`src/addr_gen_pkg.sv`:
```
// Behaviour
// - non-branch instructions advance the program counter by their byte length.
// - relative target is next address plus sign-extended 8-bit displacement, bit 7 sign.
// - short jump and every conditional branch use the relative target.
// - long call and long jump load the 16-bit immediate into the program counter.
// - fixed-area call targets always fall within 0800H to 0FFFH.
// - table vector call loads the entry selected by opcode bits 1 to 5 from 0040H-007FH.
// - register jump copies the accumulator pair into the program counter.
// - multiply uses accumulator and X, product goes to accumulator pair implicitly.
// - word divide reads dividend from and writes quotient to the accumulator pair.
// - decimal adjust and digit rotate implicitly use the accumulator.
// - register operands combine both bank-select flags with the 3-bit opcode code.
// - codes X,A,C,B,E,D,L,H map to registers 0-7; pairs map to 0-3.
// - direct addressing uses the 16-bit immediate unchanged as operand address.
// - short direct maps the 8-bit immediate onto FE20H through FF1FH.
// - short direct bit 8 is 0 for 20H-FFH and 1 for 00H-1FH.
// - in short direct only, FE20H-FEFFH selects high-speed RAM, FF00H-FF1FH selects special function registers.
package addr_gen_pkg;
  localparam int ADDR_W = 16;
  localparam int LEN_W = 3;
  localparam logic [15:0] PC_RESET = 16'h0000;
  localparam logic [15:0] TABLE_BASE = 16'h0040;
  localparam logic [3:0] FIXED_TOP = 4'h0;
  localparam logic [6:0] SHORT_TOP = 7'h7f;
  localparam logic [7:0] SHORT_SFR_LIMIT = 8'h20;
  localparam int FIXED_BIT = 11;
  localparam int SIGN_BIT = 7;
  localparam int VEC_LO = 1;
  localparam int VEC_HI = 5;
  localparam logic [2:0] CODE_X = 3'h0;
  localparam logic [2:0] CODE_A = 3'h1;
  localparam logic [1:0] PAIR_AX = 2'h0;

  typedef enum logic [2:0] {
    PC_HOLD = 3'b000,
    PC_SEQ = 3'b001,
    PC_REL = 3'b010,
    PC_IMM16 = 3'b011,
    PC_FIXED = 3'b100,
    PC_TABLE = 3'b101,
    PC_PAIR = 3'b110
  } pc_op_e;

  typedef enum logic [2:0] {
    OPND_NONE = 3'b000,
    OPND_REG8 = 3'b001,
    OPND_REG16 = 3'b010,
    OPND_DIRECT = 3'b011,
    OPND_SHORT = 3'b100
  } opnd_mode_e;

  typedef enum logic [2:0] {
    IMPL_NONE = 3'b000,
    IMPL_MULTIPLY = 3'b001,
    IMPL_DIVIDE = 3'b010,
    IMPL_ADJUST_ADD = 3'b011,
    IMPL_ADJUST_SUB = 3'b100,
    IMPL_ROT_RIGHT = 3'b101,
    IMPL_ROT_LEFT = 3'b110
  } impl_op_e;

  typedef enum logic [0:0] {
    ST_IDLE = 1'b0,
    ST_TABLE = 1'b1
  } pc_state_e;

  // absolute register number from bank flags and code
  function automatic logic [4:0] abs_reg(input logic bank_hi, input logic bank_lo, input logic [2:0] code);
    abs_reg = {bank_hi, bank_lo, code};
  endfunction
endpackage

```
`src/operand_if.sv`:
```
`timescale 1ns/1ps
interface operand_if;
  addr_gen_pkg::opnd_mode_e mode;
  logic [15:0] imm16;
  logic [7:0] imm8;
  logic bank_select_low;
  logic bank_select_high;
  logic [2:0] reg_code;
  logic [1:0] pair_code;
  logic [15:0] addr;
  logic ram_sel;
  logic sfr_sel;
  logic [4:0] reg_index;
  logic [3:0] pair_index;

  modport unit (
    input mode, imm16, imm8, bank_select_low, bank_select_high, reg_code, pair_code,
    output addr, ram_sel, sfr_sel, reg_index, pair_index
  );
  modport user (
    output mode, imm16, imm8, bank_select_low, bank_select_high, reg_code, pair_code,
    input addr, ram_sel, sfr_sel, reg_index, pair_index
  );
endinterface
```
`src/cpu_address_generation.sv`:
```
`timescale 1ns/1ps
module cpu_address_generation (
  // clock and reset
  input wire logic clk,
  input wire logic rst,
  input wire logic ce,
  // instruction from decoder
  input wire logic op_valid,
  input wire addr_gen_pkg::pc_op_e pc_op,
  input wire logic [2:0] instr_len,
  input wire logic [7:0] opcode,
  input wire logic [7:0] branch_displacement,
  input wire logic [15:0] imm16,
  input wire addr_gen_pkg::opnd_mode_e opnd_mode,
  input wire addr_gen_pkg::impl_op_e impl_op,
  input wire logic [2:0] reg_code,
  input wire logic [1:0] pair_code,
  // core state
  input wire logic bank_select_low,
  input wire logic bank_select_high,
  input wire logic [15:0] accumulator_pair,
  // vector table read
  input wire logic table_valid,
  input wire logic [15:0] table_data,
  output logic table_req_q,
  output logic [15:0] table_addr_q,
  // program counter
  output logic busy_q,
  output logic [15:0] pc_q,
  output logic pc_load_q,
  // operand address
  output logic opnd_valid_q,
  output logic [15:0] opnd_addr_q,
  output logic ram_sel_q,
  output logic sfr_sel_q,
  output logic [4:0] reg_index_q,
  output logic [3:0] pair_index_q,
  // implied registers
  output logic impl_valid_q,
  output logic [4:0] impl_src_q,
  output logic [4:0] impl_aux_q,
  output logic [3:0] impl_pair_q,
  output logic impl_use_pair_q
);
  addr_gen_pkg::pc_state_e state_q;
  logic take;
  logic [15:0] next_seq;
  logic [15:0] rel_target;
  logic [15:0] fixed_target;
  logic [15:0] vec_addr;
  logic [15:0] pc_d;
  logic pc_upd;

  operand_if opi();

  assign opi.mode = opnd_mode;
  assign opi.imm16 = imm16;
  assign opi.imm8 = imm16[7:0];
  assign opi.bank_select_low = bank_select_low;
  assign opi.bank_select_high = bank_select_high;
  assign opi.reg_code = reg_code;
  assign opi.pair_code = pair_code;

  operand_addr_unit u_opnd (
    .op(opi.unit)
  );

  assign take = ce && op_valid && (state_q == addr_gen_pkg::ST_IDLE);
  assign next_seq = pc_q + {13'h0000, instr_len};
  assign rel_target = next_seq + {{8{branch_displacement[addr_gen_pkg::SIGN_BIT]}}, branch_displacement};
  assign fixed_target = {addr_gen_pkg::FIXED_TOP, 1'b1, imm16[10:0]};
  assign vec_addr = addr_gen_pkg::TABLE_BASE
                  | {10'h000, opcode[addr_gen_pkg::VEC_HI:addr_gen_pkg::VEC_LO], 1'b0};

  // next program counter
  always_comb begin
    pc_d = pc_q;
    pc_upd = 1'b0;
    case (pc_op)
      addr_gen_pkg::PC_SEQ: begin
        pc_d = next_seq;
        pc_upd = 1'b1;
      end
      addr_gen_pkg::PC_REL: begin
        pc_d = rel_target;
        pc_upd = 1'b1;
      end
      addr_gen_pkg::PC_IMM16: begin
        pc_d = imm16;
        pc_upd = 1'b1;
      end
      addr_gen_pkg::PC_FIXED: begin
        pc_d = fixed_target;
        pc_upd = 1'b1;
      end
      addr_gen_pkg::PC_PAIR: begin
        pc_d = accumulator_pair;
        pc_upd = 1'b1;
      end
      default: begin
        pc_d = pc_q;
        pc_upd = 1'b0;
      end
    endcase
  end

  // program counter and table sequencing
  always_ff @(posedge clk or posedge rst) begin
    if (rst) begin
      state_q <= addr_gen_pkg::ST_IDLE;
      pc_q <= addr_gen_pkg::PC_RESET;
      pc_load_q <= 1'b0;
      table_req_q <= 1'b0;
      table_addr_q <= 16'h0000;
      busy_q <= 1'b0;
    end else if (ce) begin
      pc_load_q <= 1'b0;
      case (state_q)
        addr_gen_pkg::ST_IDLE: begin
          if (op_valid && pc_op == addr_gen_pkg::PC_TABLE) begin
            state_q <= addr_gen_pkg::ST_TABLE;
            table_req_q <= 1'b1;
            table_addr_q <= vec_addr;
            busy_q <= 1'b1;
          end else if (op_valid && pc_upd) begin
            pc_q <= pc_d;
            pc_load_q <= 1'b1;
          end
        end
        addr_gen_pkg::ST_TABLE: begin
          if (table_valid) begin
            pc_q <= table_data;
            pc_load_q <= 1'b1;
            table_req_q <= 1'b0;
            busy_q <= 1'b0;
            state_q <= addr_gen_pkg::ST_IDLE;
          end
        end
        default: begin
          state_q <= addr_gen_pkg::ST_IDLE;
          table_req_q <= 1'b0;
          busy_q <= 1'b0;
        end
      endcase
    end
  end

  // operand address capture
  always_ff @(posedge clk or posedge rst) begin
    if (rst) begin
      opnd_valid_q <= 1'b0;
      opnd_addr_q <= 16'h0000;
      ram_sel_q <= 1'b0;
      sfr_sel_q <= 1'b0;
      reg_index_q <= 5'h00;
      pair_index_q <= 4'h0;
    end else if (ce) begin
      opnd_valid_q <= take && (opnd_mode != addr_gen_pkg::OPND_NONE);
      if (take) begin
        opnd_addr_q <= opi.addr;
        ram_sel_q <= opi.ram_sel;
        sfr_sel_q <= opi.sfr_sel;
        reg_index_q <= opi.reg_index;
        pair_index_q <= opi.pair_index;
      end
    end
  end

  // implied accumulator selection
  always_ff @(posedge clk or posedge rst) begin
    if (rst) begin
      impl_valid_q <= 1'b0;
      impl_src_q <= 5'h00;
      impl_aux_q <= 5'h00;
      impl_pair_q <= 4'h0;
      impl_use_pair_q <= 1'b0;
    end else if (ce) begin
      impl_valid_q <= take && (impl_op != addr_gen_pkg::IMPL_NONE);
      if (take) begin
        impl_pair_q <= {bank_select_high, bank_select_low, addr_gen_pkg::PAIR_AX};
        impl_src_q <= addr_gen_pkg::abs_reg(bank_select_high, bank_select_low, addr_gen_pkg::CODE_A);
        impl_aux_q <= addr_gen_pkg::abs_reg(bank_select_high, bank_select_low, addr_gen_pkg::CODE_X);
        case (impl_op)
          addr_gen_pkg::IMPL_MULTIPLY: begin
            impl_use_pair_q <= 1'b1;
          end
          addr_gen_pkg::IMPL_DIVIDE: begin
            impl_use_pair_q <= 1'b1;
          end
          default: begin
            impl_use_pair_q <= 1'b0;
          end
        endcase
      end
    end
  end
endmodule

```
`src/operand_addr_unit.sv`:
```
`timescale 1ns/1ps
module operand_addr_unit (
  operand_if.unit op
);
  logic short_hi;

  assign short_hi = (op.imm8 < addr_gen_pkg::SHORT_SFR_LIMIT);

  always_comb begin
    op.addr = 16'h0000;
    op.ram_sel = 1'b0;
    op.sfr_sel = 1'b0;
    case (op.mode)
      addr_gen_pkg::OPND_DIRECT: begin
        op.addr = op.imm16;
      end
      addr_gen_pkg::OPND_SHORT: begin
        op.addr = {addr_gen_pkg::SHORT_TOP, short_hi, op.imm8};
        op.ram_sel = ~short_hi;
        op.sfr_sel = short_hi;
      end
      default: begin
        op.addr = 16'h0000;
      end
    endcase
  end

  assign op.reg_index = addr_gen_pkg::abs_reg(op.bank_select_high, op.bank_select_low, op.reg_code);
  assign op.pair_index = {op.bank_select_high, op.bank_select_low, op.pair_code};
endmodule

```
`config.mk`:
```
export PLATFORM = sky130hd
export DESIGN_NAME = cpu_address_generation
export DESIGN_NICKNAME = d
export VERILOG_FILES = /design/src/addr_gen_pkg.sv /design/src/operand_if.sv /design/src/cpu_address_generation.sv /design/src/operand_addr_unit.sv
export SDC_FILE = /design/constraint.sdc
export NUM_CORES = 1
export LEC_CHECK = 0
export BUFFER_PORTS_ARGS = -buffer_cell sky130_fd_sc_hd__buf_2
export CORE_UTILIZATION = 30
export CTS_CLUSTER_SIZE = 40
export DETAILED_ROUTE_END_ITERATION = 6
export PLACE_DENSITY = 0.6
export SLEW_MARGIN = 5
export SYNTH_ARGS = -nofsm -noshare
export SYNTH_HDL_FRONTEND = slang
export SYNTH_SLANG_ARGS = --single-unit
export TNS_END_PERCENT = 30
```
`constraint.sdc`:
```
create_clock -name clk -period 3.81 [get_ports clk]
set_clock_uncertainty 0.2 [all_clocks]
set_input_delay 0.5715 -clock clk [delete_from_list [all_inputs] [get_ports clk]]
set_output_delay 0.5715 -clock clk [all_outputs]
set_load 0.05 [all_outputs]
```
Yosys cells after proc, flatten, opt, wreduce, memory -nomap -nowiden
Index checks and enable logic that the tools add are counted.

word-level totals
  bits in registers = 60
  bits of input ports = 88
  output and inout port bits = 79

operators by class
  add/subtract/negate cells = 2
  magnitude comparators = 1
  eq/ne operators = 15
  muxes and demuxes = 20
  bitwise operators = 2
  reduce and logical (&&, ||, !) cells = 14

operators by type and width
  kind                                                                          count
  16-bit one-hot mux with 5 select lines                                        1
  16-bit one-hot mux with 2 select lines                                        2
  16-bit 2-to-1 mux                                                             3
  16-bit adder                                                                  1
  16-bit by 3-bit adder with 16-bit output                                      1
  3-bit by 2-bit equality test with 1-bit output, second input constant         4
  3-bit equality test, second input constant                                    4
  1-bit 2-to-1 mux                                                              11
  8-bit by 6-bit less-than comparator with 1-bit output, second input constant  1
  3-bit by 1-bit equality test with 1-bit output, second input constant         2
  1-bit logical AND                                                             6
  6-bit by 1-bit inequality test with 1-bit output, second input constant       1
  1-bit one-hot mux with 2 select lines                                         3
  3-bit AND reduction                                                           2
  3-bit nonzero test                                                            2
  5-bit AND reduction                                                           1
  5-bit OR reduction                                                            1
  2-bit by 1-bit inequality test with 1-bit output, second input constant       2
  2-bit inequality test, second input constant                                  2
  1-bit inverter                                                                2
  2-bit AND reduction                                                           1
  2-bit OR reduction                                                            1

Logic depth before layout (Yosys ltp)
Gate-level depths: netlist of run 1.

  depth after elaboration = 7
  depth in mapped cells = 13
  mapped depth without buffers = 13

By module
From an unflattened synthesis of run 1, not the netlist that was laid out.

second synthesis, totals
  cell total of the unflattened synthesis = 522
  area total of the unflattened synthesis = 4331.7 um^2

by module, submodules not included
  module                  times used  cells each  area an instance (um^2)  seq. area each (um^2)
  cpu_address_generation  1           489         4032.6                   1451.4
  operand_addr_unit       1           33          299.0                    0.0

Worst setup path before layout of run 1
Ideal clock, no wire load.

  path type = register to register
  start point = reg pc_q[1]
  end point = reg pc_q[14]
  setup time = 0.124 ns
  arrival = 3.499 ns
  required time = 3.486 ns
  path slack = -0.013 ns
  stages on the path, launching flop included = 13
  path buffers = 0
  cells stage by stage = dfrtp_1 -> ha_1 -> a21o_1 -> a21oi_1 -> nor2_1 -> xor2_1 -> ha_1 -> o211a_1 -> o31a_1 -> o41ai_2 -> o221ai_1 -> nand2b_1 -> a211o_1

on the way
  cells in the longest elaborated chain, start to end = 6

RTL lines
  item                                          RTL line                       text
  from (decl)                                   cpu_address_generation.sv:29   output logic [15:0] pc_q,
  from (signal assigned)                        cpu_address_generation.sv:111  pc_q <= addr_gen_pkg::PC_RESET;
  from (signal assigned)                        cpu_address_generation.sv:126  pc_q <= pc_d;
  from (signal assigned)                        cpu_address_generation.sv:132  pc_q <= table_data;
  16-bit by 3-bit adder with 16-bit output (*)  cpu_address_generation.sv:69   assign next_seq = pc_q + {13'h0000, instr_len};
  16-bit adder                                  cpu_address_generation.sv:70   assign rel_target = next_seq + {{8{branch_displacement[addr_gen_pkg::SIGN_BIT]}}, branch_displacement};
  16-bit one-hot mux with 5 select lines (*)    cpu_address_generation.sv:79   case (pc_op)
  16-bit 2-to-1 mux (*)                         cpu_address_generation.sv:125  end else if (op_valid && pc_upd) begin
  16-bit 2-to-1 mux (*)                         cpu_address_generation.sv:120  if (op_valid && pc_op == addr_gen_pkg::PC_TABLE) begin
  16-bit one-hot mux with 2 select lines (*)    cpu_address_generation.sv:118  case (state_q)

Mark *: on every way between the ends. The rest lies on a longest branch, timed or not. The select of a mux whose other input is x is not followed.
A chain may end at the register's enable or synchronous reset.

Worst setup path after layout of run 1
  start point = reg pc_q[0]
  end point = reg pc_q[15]

Same word-level chain as after synthesis.

==> results.json, run 1 <==
{
  "status": "finished, final reports clean",
  "synth_top_area_share_pct": 33.24,
  "ys_ff_latch": 54,
  "grtUsageTotal_pct": 19.45,
  "grt_pass1_wl_mm": 21.33,
  "post-cts-setup-buffers": 0,
  "synth_common_cells": "54 x dfrtp_1, 47 x a21oi_1, 43 x nand2_1",
  "drt_first_pass_iters": 4,
  "top_layer_used": "met4",
  "final_nets": 727,
  "synth.area.top_cells": "dfrtp_1 33%, a21oi_1 5.8%, ha_1 5.5%",
  "cp.arrival_ns": 3.55,
  "core_mm2": 0.01324,
  "cts-hold-fix-buffers": 0,
  "post_route_cells_drive_above_1_share_pct": 32.42,
  "final_area_mm2": 0.005141,
  "cp_max_fo": 5,
  "ys_async_sr_fraction_pct": 100.0,
  "setup_viol": 0,
  "p_per_area_mw_per_mm2": 638.6,
  "wl_met2_mm": 6.220,
  "cts_resized": 0,
  "slew_violations": 0,
  "dr_wl_met3_mm": 1.032,
  "rows": 42,
  "cts_tree": "built",
  "rsz0062_at_grt": "no",
  "placed_cells": 788,
  "numCtsBuffers": 5,
  "yosys.area.top_type": "dfrtp_1",
  "drt_iter0_markers": 184,
  "clkSinkCount": 54,
  "gp_congestion": 0.8865,
  "syn_inst": 474,
  "yosysMostFrequentCell": "dfrtp_1",
  "max_freq_mhz": 280.8,
  "die_area_mm2": 0.01402,
  "cp_data_required_time_ns": 3.80,
  "die-width_um": 118.4,
  "grt_pass1_vias": 3969,
  "finalCriticalPeriod_ns": 3.561,
  "start_kind": "flop",
  "portBuffers": 146,
  "synth_edf_count": 0,
  "hold_viol_final": 0,
  "gr-total-overflow": 0,
  "synthDistinctLibCells": 63,
  "vias": 4103,
  "synth_area_mm2": 0.004065,
  "fin_cells": 798,
  "worst_pin_slew_ns": 1.164,
  "clk_pin_slew_ns": 0.08,
  "p_leak_nw": 2.473,
  "synth-seq-area-share_pct": 33.24,
  "avgSynthCellArea_um2": 8.576,
  "max_cap_violations": 0,
  "n_fill_cell": 1382,
  "place_area_mm2": 0.004969,
  "crit_type": "reg2reg",
  "start_util_pct": 30.70,
  "yosysWarnings": 0,
  "antenna_found_initial": 2,
  "remaining_drc_errors": 0,
  "holdCritPathClass": "in2async",
  "cp-end-kind": "flop",
  "layout.area.seq_mm2": 0.001353,
  "drt_wl_total_mm": 13.39,
  "met1_length_mm": 5.962,
  "ant_nets": 0,
  "syn_to_final_growth_pct": 26.47,
  "viasPerCell": 5.142,
  "die-height_um": 118.4,
  "clock_tree.buffer_depth": 2,
  "grt_max_degree": 44,
  "worstSkewPairLatency_ns": 0.30,
  "wl_per_cell_um": 16.78,
  "min_period_over_period_pct": 93.47,
  "ys.flop_type": "dfrtp_1",
  "cts_max_level": 2,
  "cts-root-buf": "clkbuf_16",
  "multiInputGateArea_mm2": 0.002444,
  "relSlewSlack_pct": 21.88,
  "dpl.hpwl_mm": 10.65,
  "pin_count": 167,
  "vdd_drop_max_v": 0.0004491
}
power by group:
group          internal [W]  switching (W)  total (W)
Clock              0.000252       0.000243   0.000494
Sequential         0.000684       0.000116   0.000801
Combinational      0.000719        0.00127    0.00199
Total               0.00166        0.00163    0.00328
state kept, by name, summed over array words and instances, names as in the netlist:
name and cells:
opnd_addr_q 16, ram_sel_q 1, impl_valid_q 1, pc_q 16
state_q 1, table_addr_q 6, reg_index_q 5, sfr_sel_q 1
busy_q 1, impl_use_pair_q 1, pc_load_q 1, impl_src_q 1
pair_index_q 2, opnd_valid_q 1
logic make-up after synthesis:
group	count (synthesis)	share of synthesized area [%]
XOR/XNOR	18	3.878
AND/OR/NAND/NOR	150	19.02
other	1	0.09225
adder cells (fa/ha/maj)	20	6.525
AO/OA/AOI/OAI	150	24.44
buffers and inverters	65	8.495
flip-flops	54	33.24
multiplexers	16	4.309
layout make-up:
class / instances / area share (%)
multi-input combinational: 371 / 47.53
sequential: 54 / 26.31
timing repair buffer: 168 / 17.43
tap: 176 / 4.283
clock buffer: 5 / 2.434
inverter: 19 / 1.387
clock inverter: 3 / 0.5354
antenna: 2 / 0.09735
through the flow:
| stage | TNS, ns | setup WS (ns) | utilization, % | hold slack, ns | total power (W) |
|---|---|---|---|---|---|
| 6_report | 0 | 0.2486 | 38.82 | 0.2687 | 0.003283 |
| 5_1_grt | 0 | 0.02575 | 38.80 | 0.2686 | 0.003506 |
| 4_1_cts | 0 | 0.1760 | 38.67 | 0.2644 | 0.003277 |
| 3_5_place_dp | -0.1165 | -0.05504 | 37.52 | 0.2533 | 0.002775 |
| 3_3_place_gp | -0.01738 | -0.01738 | 37.52 | 0.2486 | 0.002742 |
| 2_1_floorplan | 0 | 0.1378 | - | 0.4673 | 0.002254 |
critical path: stages, from the launching register on:
cell      delay [ns]
dfrtp_1         0.42
ha_1            0.22
fa_1            0.43
a21oi_2         0.18
buf_4           0.16
nor3_1          0.08
and4_1          0.21
or2_2           0.29
ha_1            0.31
buf_4           0.16
nand2_1         0.06
nor2_1          0.04
a211oi_1        0.23
a31oi_1         0.17
xnor2_1         0.20
a21oi_1         0.08
layer usage:
layer	global-route usage, %	vias up
met2	31.18	149
met5	0	-
met1	26.29	1946
met4	5.063	0
li1	-	1995
met3	4.488	13
placed cells by master (no fill, tap or decap), drive strengths merged, types with 3 or more instances in the layout:
cell,count
xnor2,9
a31oi,8
dfrtp,54
buf,168
o22ai,3
a221oi,8
nor2,31
inv,21
a211o,5
nand3b,5
o211ai,4
o31ai,4
nand2,43
ha,18
nor2b,6
nor3b,9
o21a,6
nand3,13
nand2b,4
conb,17
a21o,7
nand4,3
mux2,12
nor3,15
mux2i,4
a211oi,8
a22o,8
xor2,9
a21oi,47
or2,5
o21ai,24
clkbuf,5
a221o,3
path summary, 6_finish.rpt:
| check | from | endpoint | slack, ns | depth (start not counted) |
|---|---|---|---|---|
| max | pc_q[0] | pc_q[15] | 0.25 | 15 |
| min | rst | table_addr_q[4] | 0.27 | 2 |
| max reg2reg | pc_q[0] | pc_q[15] | 0.25 | 15 |
| min reg2reg | impl_src_q[0] | impl_src_q[0] | 0.27 | 1 |
| max in group asynchronous | rst | opnd_addr_q[15] | 2.42 | 3 |
| min in group clk | impl_op[2] | impl_use_pair_q | 0.27 | 2 |
No activity file was read; power rests on OpenSTA's default activity.
==> run 2: changes to the inputs <==
Settings changed: REMOVE_ABC_BUFFERS set to 1, SYNTH_HIERARCHICAL set to 1.
==> run 2 against run 1 <==
  * Sequential power is 7.4% higher
  * Wire length is 5.5% higher
  * Critical endpoint is now pc_q[14]
  * Die area is 6.4% higher
  * Via count is 3.5% higher
  * Count of clock-buffer cells in the layout is 5 higher
==> results.json, run 2 <==
{
  "die-height_um": 122.2,
  "ys.flop_type": "dfrtp_1",
  "portBuffers": 146,
  "status": "finished, final reports clean",
  "holdCritPathClass": "in2reg",
  "n_antenna_cell": 0,
  "cpPeakStageDelay_ns": 0.53,
  "synth_compound_gate_area_share_pct": 22.56,
  "synth-xor-area-share_pct": 5.459,
  "min_period_over_period_pct": 93.30,
  "post-cts-setup-buffers": 0,
  "yosys.area.top_type": "dfrtp_1",
  "synth_adder_area_share_pct": 6.124,
  "cp_num_buf_inv": 1,
  "place_area_mm2": 0.005146,
  "swShare_pct": 47.09,
  "setup_viol": 0,
  "cp_data_required_time_ns": 3.82,
  "gp_congestion": 0.8530,
  "place_ws_ns": 0.01979,
  "synth_top_family_by_area": "compound AO/OA/AOI/OAI gates",
  "slew_violations": 0,
  "worstSkewPairLatency_ns": 0.33,
  "remaining_drc_errors": 0,
  "crit_slowest_cell": "or4_1",
  "cts_resized": 0,
  "pin_count": 167,
  "reg.largest.list": "opnd_addr_q: 16 flops, pc_q: 16 flops, table_addr_q: 6 flops",
  "die-width_um": 122.2,
  "pwr-share-clk_pct": 22.3,
  "clock_tree.buffer_depth": 2,
  "synth_area_mm2": 0.004332,
  "pwr-share-seq_pct": 25.0,
  "core_mm2": 0.01399,
  "numCtsBuffers": 9,
  "synth.area.top_cells": "dfrtp_1 34%, nand2_1 10%, buf_4 5.5%",
  "max_cap_violations": 0,
  "cts_max_level": 3,
  "ys_async_sr_fraction_pct": 100.0,
  "relSlewSlack_pct": 32.99,
  "synth_edf_count": 0,
  "p_int_w": 0.001824,
  "avgSynthCellArea_um2": 8.298,
  "hold_viol_final": 0,
  "grt_pass1_vias": 4161,
  "drt_wl_total_mm": 14.13,
  "ys_ff_latch": 58,
  "clk_pin_slew_ns": 0.06,
  "vias": 4247,
  "final_cell_mix": "146 x buf_2, 118 x nand2_1, 58 x dfrtp_1, 31 x o21ai_0, 26 x a21oi_1",
  "power_switching_w": 0.001624,
  "synthDistinctLibCells": 60,
  "syn_to_final_growth_pct": 25.27,
  "rows": 43,
  "grt_pass1_wl_mm": 22.13,
  "layout_commonest_cell": "buf_2",
  "antenna_found_initial": 0,
  "yosysWarnings": 6,
  "cp_max_fo": 5,
  "yosysMostFrequentCell": "nand2_1",
  "max_freq_mhz": 281.3,
  "clkSinkCount": 58,
  "synth_common_cells": "118 x nand2_1, 58 x dfrtp_1, 32 x buf_4",
  "cts-root-buf": "clkbuf_16",
  "gr-total-overflow": 0,
  "worst_pin_slew_ns": 1.004,
  "viasPerCell": 5.014,
  "synth.area.mux_share_pct": 1.531,
  "total_power_w": 0.003448,
  "cp_top_family": "simple AND/OR/NAND/NOR gates",
  "drt_first_pass_iters": 4,
  "crit_chain": "ha_1 > fa_1 > a21oi_1 > buf_4 > nor3b_1 > xor2_1 > ha_1 > or4_1 > o22ai_2 > o31ai_1 > a21oi_1 > xor2_1 > o211ai_1",
  "final_area_mm2": 0.005426,
  "final_nets": 770,
  "rsz0062_at_grt": "no",
  "wl_per_cell_um": 16.68,
  "drt_iter0_markers": 192,
  "die_area_mm2": 0.01492,
  "grtUsageTotal_pct": 19.62,
  "start_util_pct": 30.97,
  "synth_simple_gate_area_share_pct": 21.23,
  "syn_inst": 522,
  "finalWorstSetupSlack_ns": 0.2554,
  "p_per_area_mw_per_mm2": 635.4,
  "dpl.hpwl_mm": 11.04,
  "fin_hold_ws_ns": 0.2269,
  "finalCriticalPeriod_ns": 3.555,
  "comb_power_share_pct": 52.7,
  "p_leak_nw": 2.813,
  "cts_tree": "built",
  "cp.arrival_ns": 3.56,
  "synth-seq-area-share_pct": 33.51,
  "cts-hold-fix-buffers": 0,
  "ant_nets": 0,
  "crit_type": "reg2reg",
  "post_route_cells_drive_above_1_share_pct": 32.83,
  "cp-end-kind": "flop",
  "grt_max_degree": 48,
  "vdd_drop_max_v": 0.0003325,
  "start_kind": "flop",
  "tns_ns": 0,
  "n_fill_cell": 1483,
  "synth_top_area_share_pct": 33.51
}
-- run 2: changes by cell type after synthesis, moves of 7 or more --
| cell | previous run | this run |
|---|---|---|
| nand2_1 | 43 | 118 |
| mux2_2 | 12 | 5 |
| nor3b_1 | 8 | 1 |
| and3_1 | 2 | 9 |
| a22o_1 | 8 | 1 |
| nor2_1 | 31 | 17 |
| a21o_2 | 0 | 8 |
| a22o_2 | 0 | 9 |
| a21oi_1 | 47 | 26 |
| o21ai_0 | 22 | 31 |
-- run 2: layout make-up --
class / count / area [um^2] / share of cell area, %
clock buffers: 10 / 239.0 / 4.404
inverters: 14 / 52.55 / 0.9684
well taps: 180 / 225.2 / 4.150
flip-flops and latches: 58 / 1451 / 26.75
repair buffers: 167 / 888.4 / 16.37
multi-input cells: 412 / 2529 / 46.60
clock inverters: 6 / 41.29 / 0.7609
-- run 2: cells by family (layout without fill, tap and decap cells) --
| kind of cell | count (synthesis) | after routing |
|---|---|---|
| compound gates | 140 | 140 |
| xor+xnor | 27 | 27 |
| fa+ha+maj | 20 | 20 |
| other cells | 1 | 17 |
| buf+inv | 68 | 197 |
| simple gates | 202 | 202 |
| mux | 6 | 6 |
| flops | 58 | 58 |
-- run 2: path summary, 6_finish.rpt --
check | slack [ns] | start | cells after the start | endpoint
max | 0.26 | pc_q[0] | 13 | pc_q[14]
max reg2reg | 0.26 | pc_q[0] | 13 | pc_q[14]
min in group asynchronous | 0.28 | rst | 2 | opnd_addr_q[8]
min reg2reg | 0.26 | impl_src_q[0] | 1 | impl_src_q[0]
max in group asynchronous | 2.37 | rst | 3 | pc_q[9]
min | 0.23 | pair_code[0] | 3 | pair_index_q[0]
-- run 2: worst min-delay path, stage by stage --
cell and delay (ns):
buf_2 0.07, nand2_1 0.04, nand2_1 0.04
-- run 2: stage by stage --
stage | std cells | util [%]
3_3_place_gp | 831 | 36.79
4_1_cts | 847 | 38.79
2_1_floorplan | 484 | -
3_5_place_dp | 831 | 36.79
6_report | 847 | 38.79
5_1_grt | 847 | 38.79
-- run 2: layer usage --
layer	share of wire, %	global-route usage (%)
met5	0	0
met2	47	31.39
met4	2.0	6.479
met3	7.6	4.635
met1	44	25.88
-- run 2: power groups by stage --
stage | combinational (W) | sequential, W | clock [W]
finish | 0.00182 | 0.000860 | 0.000769
global placement | 0.00179 | 0.000862 | 0
CTS | 0.00182 | 0.000862 | 0.000782
detailed placement | 0.00181 | 0.000868 | 0
global route | 0.00197 | 0.000882 | 0.000812
floorplan | 0.000854 | 0.00130 | 0
